[src/common/aalu_regs.svh]
// Constants for the accumulator datapath: widths, reset values, flag positions
`ifndef AALU_REGS_SVH
`define AALU_REGS_SVH

// ==========================================================
// Widths and depths
`define AALU_DATA_W      8
`define AALU_ADDR_W      6
`define AALU_DEPTH       64
`define AALU_BIT_W       3

// ==========================================================
// Reset values
`define AALU_WORK_RST    8'h00
`define AALU_FILE_RST    8'h00
`define AALU_FLAG_RST    1'b0

// ==========================================================
// Arithmetic positions
`define AALU_MSB         7
`define AALU_NIB_MSB     3
`define AALU_ZERO_BYTE   8'h00
`define AALU_ONE_HOT_B0  8'h01

// ==========================================================
// Flag positions inside the immediate of the flag load operation
`define AALU_FLG_C       0
`define AALU_FLG_HC      1
`define AALU_FLG_Z       2

`endif

[src/common/aalu_pkg.sv]
// Types shared by the accumulator datapath
`default_nettype none
package aalu_pkg;

  // ========================================================
  // Operation select presented with each instruction
  typedef enum logic [3:0] {
    AALU_OP_NOP       = 4'h0,
    AALU_OP_IMM_ADD_C = 4'h1,  // immediate_add_with_carry
    AALU_OP_IMM_ADD   = 4'h2,  // immediate_add
    AALU_OP_AND_REG   = 4'h3,  // and_with_register
    AALU_OP_AND_IMM   = 4'h4,  // and_with_immediate
    AALU_OP_BIT_CLR   = 4'h5,  // bit_clear_op
    AALU_OP_BIT_SET   = 4'h6,  // bit_set_op
    AALU_OP_LOAD_WORK = 4'h7,  // Immediate into working register
    AALU_OP_LOAD_FILE = 4'h8,  // Immediate into file register
    AALU_OP_LOAD_FLAG = 4'h9   // Immediate bits into flags
  } aalu_op_t;

endpackage : aalu_pkg
`default_nettype wire

[src/hdl/aalu_file_regs.sv]
// File register array of the accumulator datapath
`timescale 1ns/10ps
`default_nettype none
`include "aalu_regs.svh"

module aalu_file_regs (
  input  wire logic                      clk,
  input  wire logic                      rst,
  input  wire logic                      wr_en,
  input  wire logic [`AALU_ADDR_W-1:0]   wr_addr,
  input  wire logic [`AALU_DATA_W-1:0]   wr_data,
  input  wire logic [`AALU_ADDR_W-1:0]   rd_addr,
  output logic      [`AALU_DATA_W-1:0]   rd_data,
  input  wire logic [`AALU_ADDR_W-1:0]   obs_addr,
  output logic      [`AALU_DATA_W-1:0]   obs_data_ff
);

  // ========================================================
  // Storage
  logic [`AALU_DATA_W-1:0] mem_ff  [`AALU_DEPTH];
  logic [`AALU_DATA_W-1:0] nxt_mem [`AALU_DEPTH];
  logic [`AALU_DATA_W-1:0] nxt_obs_data;

  // ========================================================
  // One entry per generate step, written only when addressed
  genvar gi;
  generate
    for (gi = 0; gi < `AALU_DEPTH; gi = gi + 1) begin : g_entry
      always_comb begin
        nxt_mem[gi] = mem_ff[gi];
        if (wr_en && (wr_addr == `AALU_ADDR_W'(gi))) begin
          nxt_mem[gi] = wr_data;
        end
      end

      always_ff @(posedge clk or posedge rst) begin
        if (rst) begin
          mem_ff[gi] <= `AALU_FILE_RST;
        end else begin
          mem_ff[gi] <= nxt_mem[gi];
        end
      end
    end
  endgenerate

  // ========================================================
  // Operand read is combinational so one-cycle operations see it
  assign rd_data = mem_ff[rd_addr];

  // Observation read, registered
  always_comb begin
    nxt_obs_data = mem_ff[obs_addr];
  end

  always_ff @(posedge clk or posedge rst) begin
    if (rst) begin
      obs_data_ff <= `AALU_FILE_RST;
    end else begin
      obs_data_ff <= nxt_obs_data;
    end
  end

endmodule : aalu_file_regs
`default_nettype wire

[src/hdl/aalu_core.sv]
// Accumulator datapath: immediate adds, AND operations, bit set and bit clear
// Summary of operation
// - Immediate add with carry: working plus immediate plus carry; update Z, half carry, C.
// - Immediate add: working plus immediate, carry ignored; update Z, half carry, C.
// - AND with register: working AND file register 0..63; only Z changes.
// - Destination bit 0 writes working register; 1 writes back the file register.
// - AND with immediate: result into working register; only Z changes.
// - Bit clear: zero selected bit 0..7 of file register; others, flags kept.
// - Bit set: force selected bit 0..7 of file register; others, flags kept.
// - Carry set on carry out of bit 7, cleared otherwise.
`timescale 1ns/10ps
`default_nettype none
`include "aalu_regs.svh"

module aalu_core (
  input  wire logic                      clk,
  input  wire logic                      rst,
  input  wire logic                      op_valid,
  input  wire aalu_pkg::aalu_op_t        op_code,
  input  wire logic [`AALU_DATA_W-1:0]   op_imm,
  input  wire logic [`AALU_ADDR_W-1:0]   op_reg_addr,
  input  wire logic                      op_dest,
  input  wire logic [`AALU_BIT_W-1:0]    op_bit,
  input  wire logic [`AALU_ADDR_W-1:0]   obs_addr,
  output logic      [`AALU_DATA_W-1:0]   working_register,
  output logic                           zero_flag,
  output logic                           half_carry_flag,
  output logic                           carry_flag,
  output logic      [`AALU_DATA_W-1:0]   obs_data,
  output logic                           op_done
);

  // ========================================================
  // Declarations
  logic [`AALU_DATA_W-1:0] work_ff;
  logic [`AALU_DATA_W-1:0] nxt_work;
  logic                    zero_ff;
  logic                    nxt_zero;
  logic                    half_ff;
  logic                    nxt_half;
  logic                    carry_ff;
  logic                    nxt_carry;
  logic                    done_ff;
  logic                    nxt_done;

  logic                    file_we;
  logic [`AALU_DATA_W-1:0] file_wdata;
  logic [`AALU_DATA_W-1:0] file_rdata;

  logic                    add_cin;
  logic [`AALU_DATA_W:0]   add_sum;
  logic [`AALU_NIB_MSB+1:0] nib_sum;
  logic [`AALU_DATA_W-1:0] and_imm_res;
  logic [`AALU_DATA_W-1:0] and_reg_res;
  logic [`AALU_DATA_W-1:0] bit_mask;

  // ========================================================
  // File register array, operand read on the instruction address
  aalu_file_regs u_file_regs (
    .clk         (clk),
    .rst         (rst),
    .wr_en       (file_we),
    .wr_addr     (op_reg_addr),
    .wr_data     (file_wdata),
    .rd_addr     (op_reg_addr),
    .rd_data     (file_rdata),
    .obs_addr    (obs_addr),
    .obs_data_ff (obs_data)
  );

  // ========================================================
  // Adder shared by both immediate adds
  // Carry enters only for the carrying form
  assign add_cin = (op_code == aalu_pkg::AALU_OP_IMM_ADD_C) ? carry_ff : 1'b0;

  // Full sum with carry out of bit 7 in the top position
  assign add_sum = {1'b0, work_ff} + {1'b0, op_imm}
                 + {{`AALU_DATA_W{1'b0}}, add_cin};

  // Low nibble sum gives the half carry out of bit 3
  // Kept apart from the full sum so the carry-in reaches both the same way
  assign nib_sum = {1'b0, work_ff[`AALU_NIB_MSB:0]} + {1'b0, op_imm[`AALU_NIB_MSB:0]}
                 + {{(`AALU_NIB_MSB+1){1'b0}}, add_cin};

  // ========================================================
  // Logic results
  assign and_imm_res = work_ff & op_imm;
  assign and_reg_res = work_ff & file_rdata;

  // One-hot mask on the selected bit position
  assign bit_mask    = `AALU_ONE_HOT_B0 << op_bit;

  // ========================================================
  // Next state of working register and flags
  // Operations that only touch the file array leave all of these alone
  always_comb begin
    nxt_work  = work_ff;
    nxt_zero  = zero_ff;
    nxt_half  = half_ff;
    nxt_carry = carry_ff;
    if (op_valid) begin
      case (op_code)
        aalu_pkg::AALU_OP_IMM_ADD_C: begin
          // Sum includes the stored carry
          nxt_work  = add_sum[`AALU_DATA_W-1:0];
          nxt_zero  = (add_sum[`AALU_DATA_W-1:0] == `AALU_ZERO_BYTE);
          nxt_half  = nib_sum[`AALU_NIB_MSB+1];
          nxt_carry = add_sum[`AALU_DATA_W];
        end
        aalu_pkg::AALU_OP_IMM_ADD: begin
          // Sum without the stored carry
          nxt_work  = add_sum[`AALU_DATA_W-1:0];
          nxt_zero  = (add_sum[`AALU_DATA_W-1:0] == `AALU_ZERO_BYTE);
          nxt_half  = nib_sum[`AALU_NIB_MSB+1];
          nxt_carry = add_sum[`AALU_DATA_W];
        end
        aalu_pkg::AALU_OP_AND_REG: begin
          // Only the zero flag follows the result, wherever it goes
          nxt_zero = (and_reg_res == `AALU_ZERO_BYTE);
          if (!op_dest) begin
            nxt_work = and_reg_res;
          end
        end
        aalu_pkg::AALU_OP_AND_IMM: begin
          // Half carry and carry keep their values
          nxt_work = and_imm_res;
          nxt_zero = (and_imm_res == `AALU_ZERO_BYTE);
        end
        aalu_pkg::AALU_OP_LOAD_WORK: begin
          // Preload, flags untouched
          nxt_work = op_imm;
        end
        aalu_pkg::AALU_OP_LOAD_FLAG: begin
          // Preload of the three flags from fixed immediate bits
          nxt_carry = op_imm[`AALU_FLG_C];
          nxt_half  = op_imm[`AALU_FLG_HC];
          nxt_zero  = op_imm[`AALU_FLG_Z];
        end
        default: begin
          // Bit operations, file loads, no operation and unused codes
          nxt_work = work_ff;
        end
      endcase
    end
  end

  // ========================================================
  // File register write-back, taken at the same edge as the instruction
  // The old value is read combinationally so a bit operation takes one cycle
  always_comb begin
    file_we    = 1'b0;
    file_wdata = file_rdata;
    if (op_valid) begin
      case (op_code)
        aalu_pkg::AALU_OP_AND_REG: begin
          // Destination bit set sends the result back to the file register
          file_we    = op_dest;
          file_wdata = and_reg_res;
        end
        aalu_pkg::AALU_OP_BIT_CLR: begin
          // Read-modify-write of one bit, the other seven kept
          file_we    = 1'b1;
          file_wdata = file_rdata & ~bit_mask;
        end
        aalu_pkg::AALU_OP_BIT_SET: begin
          file_we    = 1'b1;
          file_wdata = file_rdata | bit_mask;
        end
        aalu_pkg::AALU_OP_LOAD_FILE: begin
          // Preload of the addressed entry
          file_we    = 1'b1;
          file_wdata = op_imm;
        end
        default: begin
          // Every other code leaves the array alone
          file_we    = 1'b0;
        end
      endcase
    end
  end

  // ========================================================
  // Working register and flags, updated at the edge that takes the instruction
  always_ff @(posedge clk or posedge rst) begin
    if (rst) begin
      work_ff  <= `AALU_WORK_RST;
      zero_ff  <= `AALU_FLAG_RST;
      half_ff  <= `AALU_FLAG_RST;
      carry_ff <= `AALU_FLAG_RST;
    end else begin
      work_ff  <= nxt_work;
      zero_ff  <= nxt_zero;
      half_ff  <= nxt_half;
      carry_ff <= nxt_carry;
    end
  end

  // ========================================================
  // Completion pulse, raised for every accepted code including unused ones
  always_comb begin
    nxt_done = op_valid;
  end

  always_ff @(posedge clk or posedge rst) begin
    if (rst) begin
      done_ff <= `AALU_FLAG_RST;
    end else begin
      done_ff <= nxt_done;
    end
  end

  // ========================================================
  // Outputs straight from flip-flops
  // Nothing here is combinational, so they may be sampled just after the edge
  assign working_register = work_ff;
  assign zero_flag        = zero_ff;
  assign half_carry_flag  = half_ff;
  assign carry_flag       = carry_ff;
  assign op_done          = done_ff;

endmodule : aalu_core
`default_nettype wire

[config.mk]
export PLATFORM = sky130hd
export DESIGN_NAME = aalu_core
export DESIGN_NICKNAME = d
export VERILOG_FILES = /design/src/common/aalu_pkg.sv /design/src/hdl/aalu_file_regs.sv /design/src/hdl/aalu_core.sv
export VERILOG_INCLUDE_DIRS = /design/src /design/src/common
export SDC_FILE = /design/constraint.sdc
export NUM_CORES = 1
export LEC_CHECK = 0
export ABC_AREA = 1
export BUFFER_PORTS_ARGS = -buffer_cell sky130_fd_sc_hd__buf_2
export CAP_MARGIN = 40
export CORE_MARGIN = 1.5
export CORE_UTILIZATION = 55
export DETAILED_ROUTE_END_ITERATION = 10
export PLACE_DENSITY = 0.71
export SYNTH_ARGS = -nofsm -noshare
export SYNTH_HDL_FRONTEND = slang
export SYNTH_HIERARCHICAL = 1
export SYNTH_SLANG_ARGS = --single-unit
[constraint.sdc]
create_clock -name clk -period 42.1 [get_ports clk]
set_clock_uncertainty 0.1 [all_clocks]
set_input_delay 2.105 -clock clk [delete_from_list [all_inputs] [get_ports clk]]
set_output_delay 2.105 -clock clk [all_outputs]
set_load 0.1 [all_outputs]
---- Word level (Yosys, flattened, before mapping) ----
Cells that the tools add are included.
cells by class
  $add $sub $neg .......................... 4
  $lt $le $gt $ge ......................... 2
  eq/ne operators ......................... 73
  shifts and indexed selects .............. 1
  muxes and demuxes ....................... 16
  bitwise operators ....................... 7
  reduce and logical (&&, ||, !) cells .... 76
operators with widths
  cell                                                       number
  equality test 6 bit (second input constant)                32
  binary-select mux 8 bit (select 6 bit)                     2
  equality test 6 x 5 -> 1 bit (second input constant)       16
  logical AND 1 bit                                          64
  case mux 8 bit (4 select lines)                            2
  equality test 6 x 4 -> 1 bit (second input constant)       8
  2-to-1 mux 8 bit                                           6
  bitwise AND 8 bit                                          3
  equality test 6 x 3 -> 1 bit (second input constant)       4
  logical NOT 8 bit                                          3
  equality test 4 x 3 -> 1 bit (second input constant)       4
  greater-or-equal comparator 7 bit (second input constant)  2
  NOT 6 -> 7 bit                                             2
  equality test 6 x 2 -> 1 bit (second input constant)       2
  adder 8 x 8 -> 9 bit                                       1
  adder 9 x 1 -> 9 bit                                       1
  equality test 4 x 2 -> 1 bit (second input constant)       2
  equality test 4 bit (second input constant)                2
  NOT 8 bit                                                  1
  OR 8 bit                                                   1
  nonzero test 4 bit                                         2
  << shifter 1 x 3 -> 8 bit (first input constant)           1
  equality test 6 x 1 -> 1 bit (second input constant)       1
  logical NOT 6 bit                                          1
  other kinds (12)                                           16
word-level totals
  flip-flop bits (word level) ............. 532
  input bits .............................. 31
  output and inout bits ................... 20

---- Depth between registers and ports, before layout ----
Gate-level depths: netlist (run 1).
  depth after elaboration ................. 7
  mapped depth ............................ 21

---- Modules after synthesis ----
The synthesis (run 1) kept the hierarchy.
modules (own cells, without submodules)
  module          instances  cells an instance  area each (µm²)  seq. area each (µm²)
  aalu_file_regs  1          4159               28885.2          13012.5
  aalu_core       1          280                1660.3           300.3

---- Worst setup path after synthesis (run 1) ----
No wires, ideal clock.
  path kind ............................... in2reg
  start point ............................. input op_reg_addr[0]
  end point ............................... register u_file_regs/mem_ff[169] (netlist name)
  arrival ................................. 4.258 ns
  path slack .............................. 37.659 ns
  stages on the path ...................... 19
  buffers on the path ..................... 4
  path through ............................ clkbuf_1 inv_1 buf_2 buf_1 nand2_1 nand3_1 nand3_1 nand2_1 nand2_1 nand3_1 nand3_1 nand2_1 nand2_1 o22ai_1 nor3_1 a21oi_1 clkinv_1 clkbuf_1 o21ai_0
on the way
  word-level cells in the longest chain between the ends .. 7
  elaborated cells on any way between the ends .. 11
  those cells by class .................... 1 x eq/ne; 5 x mux; 4 x bitwise; 1 x reduce/logical
ends and longest elaborated chain
  element                                                  RTL line              source
  start: declaration                                       aalu_core.sv:21       input wire logic [`AALU_ADDR_W-1:0] op_reg_addr,
  NOT 6 -> 7 bit (not written as such) (*)                 aalu_file_regs.sv:48  assign rd_data = mem_ff[rd_addr];
  binary-select mux 8 bit (select 6 bit) (*)               aalu_file_regs.sv:48
  2-to-1 mux 8 bit (not written as such) (*) (2 in a row)  aalu_file_regs.sv:48
  named net file_rdata[1]                                  aalu_core.sv:48       logic [`AALU_DATA_W-1:0] file_rdata;
  OR 8 bit (tied with other cells)                         aalu_core.sv:167      file_wdata = file_rdata | bit_mask;
  case mux 8 bit (4 select lines)                          aalu_core.sv:154      case (op_code)
  2-to-1 mux 8 bit (*)                                     aalu_core.sv:153      if (op_valid) begin
  named net file_wdata[1]                                  aalu_core.sv:47       logic [`AALU_DATA_W-1:0] file_wdata;
  end signal: indexed assignment                           aalu_file_regs.sv:38  mem_ff[gi] <= `AALU_FILE_RST;
  end signal: indexed assignment                           aalu_file_regs.sv:40  mem_ff[gi] <= nxt_mem[gi];
  end: declaration                                         aalu_file_regs.sv:20  logic [`AALU_DATA_W-1:0] mem_ff [`AALU_DEPTH];
Mark *: on every way through the listed nets, which the timed path passes. The rest lies on a longest branch. The select of a mux whose other input is x is not followed.
A chain may end at the register's enable or synchronous reset.

---- Worst setup path in the final report (run 1) ----
  start point ............................. input op_reg_addr[1]
  end point ............................... register u_file_regs/mem_ff[256] (netlist name)
Same word-level chain as after synthesis.

==> results of run 1 <==
==> final cells by class <==
| class | count | area, sq um |
|---|---|---|
| Inverter | 76 | 319 |
| Fill cell | 5159 | 22100 |
| Tap cell | 748 | 936 |
| Sequential cell | 532 | 13300 |
| Multi-Input combinational cell | 3495 | 15500 |
| Antenna cell | 1 | 2.50 |
| Clock buffer | 91 | 1760 |
| Timing Repair Buffer | 106 | 920 |
| Clock inverter | 19 | 211 |
==> worst max-delay path, cell delays in order <==
cell     delay (ns)
buf_4          0.38
inv_4          0.32
buf_4          0.77
buf_4          0.80
nand3_1        0.15
nand3_1        0.16
nand2_1        0.10
nand2_1        0.07
nand3_1        0.15
nand3_1        0.14
nand2_1        0.14
nand3_1        0.13
nand2_1        0.06
nor3_1         0.18
a21oi_1        0.07
inv_2          0.55
buf_4          0.58
o21ai_0        0.17
==> state kept, by name, indices dropped and copies added (netlist names) <==
signal and flops:
zero_flag 1, carry_flag 1, u_file_regs/mem_ff 512, half_carry_flag 1, u_file_regs/obs_data_ff 8, op_done 1
working_register 8
==> final timing paths <==
| path | from | endpoint | slack (ns) |
|---|---|---|---|
| setup / recovery | op_reg_addr[1] | u_file_regs/mem_ff[256] | 35.38 |
| hold / removal | u_file_regs/mem_ff[260] | u_file_regs/mem_ff[260] | 0.41 |
| setup reg to reg | u_file_regs/mem_ff[160] | u_file_regs/mem_ff[256] | 38.49 |
| hold reg to reg | u_file_regs/mem_ff[260] | u_file_regs/mem_ff[260] | 0.41 |
| max in group asynchronous | rst | u_file_regs/mem_ff[317] | 38.73 |
| min in group asynchronous | rst | half_carry_flag | 1.42 |
==> synth_stat cells, drive strengths merged <==
library cell / number
o211ai: 1
inv: 68
nor2: 60
buf: 127
ha: 8
or2: 2
clkbuf: 209
nor4: 3
o21ai: 511
nand2: 1932
fa: 2
a31oi: 7
nor3: 13
dfrtp: 532
o22ai: 4
a21oi: 52
nand3b: 3
nand3: 893
a211oi: 1
nand4: 3
clkinv: 8
==> cell usage in the layout, fill, tap and decap left out, types with 4 or more instances in the layout <==
| master | instances |
|---|---|
| nand2_1 | 1896 |
| nand3_1 | 893 |
| dfrtp_1 | 532 |
| o21ai_0 | 342 |
| o21ai_1 | 168 |
| clkbuf_16 | 60 |
| inv_1 | 55 |
| a21oi_1 | 51 |
| nor2_1 | 49 |
| buf_2 | 46 |
| buf_4 | 41 |
| nand2_4 | 22 |
| clkbuf_1 | 17 |
| clkbuf_8 | 15 |
| nand2_2 | 14 |
| clkinv_2 | 13 |
| inv_2 | 12 |
| nor2_2 | 9 |
| nor3_1 | 8 |
| ha_1 | 8 |
| buf_16 | 7 |
| a31oi_1 | 6 |
| buf_12 | 5 |
| nor3_4 | 4 |
| o22ai_1 | 4 |
| buf_6 | 4 |
==> logic make-up (layout without fill, tap and decap cells) <==
family,count (synthesis),count (layout),synth area share (%)
AND/OR/NAND/NOR,2909,2909,40.6
AO/OA/AOI/OAI,576,576,9.54
flip-flops,532,532,43.6
buffers and inverters,412,292,5.81
adder cells (fa/ha/maj),10,10,0.459
other,0,1,0
==> power groups by stage <==
stage                     clock network [mW]  registers [mW]  logic [mW]
after global routing                   0.553           0.567       0.286
after global placement                     0           0.572       0.253
after detailed placement                   0           0.572       0.259
after CTS                              0.534           0.563       0.260
final                                  0.528           0.564       0.265
after floorplan                            0           0.607       0.145
==> per-layer routing <==
layer	vias up	GRT usage, %	share of wire [%]
met3	314	8.52	12
met5	-	0.866	0.051
li1	14200	-	-
met4	2	18.8	5.4
met1	14300	52.6	41
met2	1828	53.7	42
==> results.sh, run 1 <==
export IMPL_status="finished clean"
export IMPL_critPathKind="in -> reg"
export IMPL_fin_hold_ws_ns=0.410
export IMPL_place_congestion=0.956
export IMPL_cts_root_buf="clkbuf_16"
export IMPL_hpwlAfterDp_um=63400
export IMPL_synth_seq_area_share_pct=43.6
export IMPL_post_route_drc_count=0
export IMPL_min_path_cells=2
export IMPL_firstDrtPassIters=8
export IMPL_grt_max_degree=145
export IMPL_drtIter0Drc=3980
export IMPL_dp_cells=4957
export IMPL_powerDensity_nw_per_um2=41.3
export IMPL_synth_area_leaders="dfrtp_1, nand2_1, nand3_1"
export IMPL_netlist_instances=4439
export IMPL_die_w_um=239
export IMPL_postCtsSetupBuffers=0
export IMPL_final_cells=5068
export IMPL_path_max_fanout=61
export IMPL_synth_seq_cells=532
export IMPL_die_area_sq_um=57000
export IMPL_area_growth_pct=7.76
export IMPL_die_y_um=239
export IMPL_hold_viol=0
export IMPL_cp_start_kind="primary input"
export IMPL_grt_ovfl_total=0
export IMPL_p_leak_nw=14.9
export IMPL_viasPerCell=6.05
export IMPL_period_share_pct=16.0
export IMPL_core_region_area_sq_um=55000
export IMPL_cp_required_ns=42.50
export IMPL_cts_sinks=532
export IMPL_tightest_slew_ns=0.991
export IMPL_io_pins=51
export IMPL_rows=86
export IMPL_synth_area_per_cell_sq_um=6.88
export IMPL_finalWirelength_um=107000
export IMPL_track_usage_pct=37.3
export IMPL_p_total_mw=1.36
export IMPL_cts_buffer_depth=3
export IMPL_cts_htree_levels=2
export IMPL_fin_area_sq_um=32900
export IMPL_rsz0062_at_grt="no"
export IMPL_power_frac_seq_pct=41.6
export IMPL_slew_viol_final=0
export IMPL_r2r_cells=15
export IMPL_p_comb_share_pct=19.5
export IMPL_arrival_ns=7.11
export IMPL_ys_types=38
export IMPL_layout_setup_ws_ns=35.38
export IMPL_layout_drive_gt1_share_pct=6.46
export IMPL_fmax_mhz=149
export IMPL_netlist_area_leader_share_pct=43.6
export IMPL_vias=30700
export IMPL_fin_util_pct=59.9
export IMPL_preCtsSetupSlack_ns=34.90
export IMPL_antenna_found_initial=1
export IMPL_drv_cap=0
export IMPL_ys_warn_count=6
export IMPL_hp_class="reg -> reg"
export IMPL_cts_resized=0
export IMPL_wl_per_cell_um=21.0
export IMPL_intPower_mw=0.906
export IMPL_clock_latency_ns=0.67
export IMPL_nets=4312
export IMPL_end_kind="flip-flop"
export IMPL_pwr_share_clk_pct=38.9
export IMPL_grt_first_pass_wirelength_um=164000
export IMPL_period_minus_slack_ns=6.72
export IMPL_start_util_pct=55.6
export IMPL_power_share_switching_pct=33.3
export IMPL_cts_made_buffers=60
export IMPL_path_clk_slew_ns=0.06
export IMPL_setup_viol_count_final=0
export IMPL_p_switching_mw=0.452
export IMPL_synth_largest_area_cell="dfrtp_1"
export IMPL_placed_cell_area_sq_um=30900
export IMPL_cts_tree="built"
export IMPL_io_buffer_count=50
export IMPL_ir_worst_vdd_uv=67.9
export IMPL_holdBufCountCts=0
export IMPL_syn_nets=4480
export IMPL_syn_area_sq_um=30500
export IMPL_grt_pass1_vias=27800
export IMPL_finalSetupTns_ns=0
export IMPL_ant_nets=0
export IMPL_max_slew_margin_pct=33.7
Power figures use the tool's default switching activity.
==> inputs of run 2 (changes only) <==
--- a/config.mk
+++ b/config.mk
@@ -12,7 +12,7 @@
 export CORE_MARGIN = 1.5
 export CORE_UTILIZATION = 55
 export DETAILED_ROUTE_END_ITERATION = 10
-export PLACE_DENSITY = 0.71
+export PLACE_DENSITY = 0.74
 export SYNTH_ARGS = -nofsm -noshare
 export SYNTH_HDL_FRONTEND = slang
 export SYNTH_HIERARCHICAL = 1
==> constraint.sdc (replaced) <==
create_clock -name clk -period 6.04 [get_ports clk]
set_clock_uncertainty 0.1 [all_clocks]
set_input_delay 0.302 -clock clk [delete_from_list [all_inputs] [get_ports clk]]
set_output_delay 0.302 -clock clk [all_outputs]
set_load 0.1 [all_outputs]
==> results.sh, run 2 (same netlist as run 1, synthesis figures left out) <==
export IMPL_hp_class="in -> reg"
export IMPL_nets=4320
export IMPL_hold_viol=0
export IMPL_pwr_share_clk_pct=38.8
export IMPL_io_buffer_count=50
export IMPL_met1_usage_pct=51.5
export IMPL_finalSetupTns_ns=0
export IMPL_grt_max_degree=184
export IMPL_layout_common_cells="nand2_1, nand3_1, dfrtp_1"
export IMPL_p_switching_mw=3.09
export IMPL_path_clk_slew_ns=0.06
export IMPL_end_kind="flip-flop"
export IMPL_tightest_slew_ns=1.05
export IMPL_p_total_mw=9.46
export IMPL_antenna_found_initial=1
export IMPL_top_register="u_file_regs/mem_ff"
export IMPL_core_region_area_sq_um=55000
export IMPL_slew_viol_final=0
export IMPL_setup_viol_count_final=0
export IMPL_rows=86
export IMPL_area_growth_pct=8.04
export IMPL_vias=30800
export IMPL_p_leak_nw=15.0
export IMPL_drv_cap=0
export IMPL_r2r_start="u_file_regs/mem_ff[166]"
export IMPL_hpwlAfterDp_um=62000
export IMPL_status="finished clean"
export IMPL_grt_ovfl_total=0
export IMPL_busiest_layer="met2"
export IMPL_placed_cell_area_sq_um=31000
export IMPL_wl_per_cell_um=20.7
export IMPL_layout_drive_gt1_share_pct=6.43
export IMPL_path_cells="buf_8, inv_8, buf_12, nand2_1, nand3_1, nand3_1, nand2_1, nand2_1, nand3_1, nand3_1, nand2_1, nand2_1, o22ai_1, nor3_1, a21oi_1, inv_2, buf_4, o21ai_0"
export IMPL_dp_cells=4958
export IMPL_intPower_mw=6.37
export IMPL_cp_start_kind="primary input"
export IMPL_die_y_um=239
export IMPL_arrival_ns=3.91
export IMPL_p_comb_share_pct=19.6
export IMPL_ir_worst_vdd_uv=275
export IMPL_cts_root_buf="clkbuf_16"
export IMPL_period_minus_slack_ns=3.47
export IMPL_critPathKind="in -> reg"
export IMPL_firstDrtPassIters=6
export IMPL_r2r_cells=15
export IMPL_final_cells=5071
export IMPL_rsz0062_at_grt="no"
export IMPL_use_met2_pct=54.3
export IMPL_cts_tree="built"
export IMPL_cts_sinks=532
export IMPL_power_frac_seq_pct=41.6
export IMPL_cts_buffer_depth=3
export IMPL_max_slew_margin_pct=29.7
export IMPL_min_path_cells=6
export IMPL_cp_slowest_cell="inv_8"
export IMPL_cts_resized=0
export IMPL_critPathMaxStageDelay_ns=0.63
export IMPL_grt_pass1_vias=28100
export IMPL_hold_path_startpoint="op_dest"
export IMPL_track_usage_pct=36.7
export IMPL_period_share_pct=57.4
export IMPL_final_common_cell="nand2_1"
export IMPL_viasPerCell=6.08
export IMPL_powerDensity_nw_per_um2=287
export IMPL_die_area_sq_um=57000
export IMPL_ant_nets=0
export IMPL_finalWirelength_um=105000
export IMPL_cts_made_buffers=58
export IMPL_fin_area_sq_um=33000
export IMPL_start_util_pct=55.6
export IMPL_rr_endpoint="u_file_regs/mem_ff[310]"
export IMPL_crit_top_cell="nand2_1"
export IMPL_power_share_switching_pct=32.7
export IMPL_postCtsSetupBuffers=0
export IMPL_path_max_fanout=140
export IMPL_holdBufCountCts=9
export IMPL_met3_usage_pct=7.56
export IMPL_fmax_mhz=288
export IMPL_clock_latency_ns=0.64
export IMPL_io_pins=51
export IMPL_r2r_slack_ns=2.78
export IMPL_die_w_um=239
export IMPL_hold_end="working_register[7]"
export IMPL_cp_required_ns=6.48
export IMPL_place_congestion=0.998
export IMPL_drtIter0Drc=4192
export IMPL_grt_first_pass_wirelength_um=163000
export IMPL_largest_reg_flops=512
export IMPL_post_route_drc_count=0
export IMPL_cts_htree_levels=2
export IMPL_antenna_cells=0
run 2: how the worst max path moves through the flow:
stage | start | endpoint | slack (ns) | cells past startpoint
after floorplan | rst | u_file_regs/mem_ff[0] | -1.43 | 1
after global placement | op_reg_addr[1] | u_file_regs/mem_ff[489] | 2.05 | 17
after detailed placement | op_reg_addr[0] | u_file_regs/mem_ff[201] | 2.05 | 18
after CTS | op_reg_addr[0] | u_file_regs/mem_ff[185] | 2.69 | 18
after global routing | op_reg_addr[0] | u_file_regs/mem_ff[285] | 2.40 | 18
final | op_reg_addr[0] | u_file_regs/mem_ff[185] | 2.57 | 18
run 2: area by class of cell:
type | instances | area, sq um
Fill cell | 5159 | 22000
Multi-Input combinational cell | 3495 | 15500
Sequential cell | 532 | 13300
Clock buffer | 91 | 1810
Timing Repair Buffer | 116 | 1030
Tap cell | 748 | 936
Inverter | 76 | 312
Clock inverter | 13 | 143
run 2: critical path: cells and delay by family:
kind | cells | cell delay (ns)
buffers and inverters | 5 | 1.82
AND/OR/NAND/NOR | 10 | 1.06
AO/OA/AOI/OAI | 3 | 0.58
run 2: metal layers:
layer / wire length [um] / part of all wire, %
met5: 0 / 0
met1: 41500 / 39
met2: 45100 / 43
met4: 5490 / 5.2
met3: 13100 / 12
run 2: power by group through the flow:
| stage | Sequential, mW | Clock, mW | Combinational, mW |
|---|---|---|---|
| 2_1_floorplan | 4.23 | 0 | 1.01 |
| 3_3_place_gp | 3.99 | 0 | 1.78 |
| 3_5_place_dp | 3.98 | 0 | 1.80 |
| 4_1_cts | 3.92 | 3.70 | 1.81 |
| 5_1_grt | 3.95 | 3.85 | 2.00 |
| 6_report | 3.93 | 3.67 | 1.85 |
run 2: metrics by stage:
stage	hold WS [ns]	worst slack, ns	utilization, %
after global placement	0.187	2.05	56.1
after CTS	0.0117	2.69	60.0
after floorplan	0.0667	-1.43	-
after detailed placement	0.188	2.05	56.3
after global routing	0.0413	2.40	60.0
final	0.0290	2.57	60.0
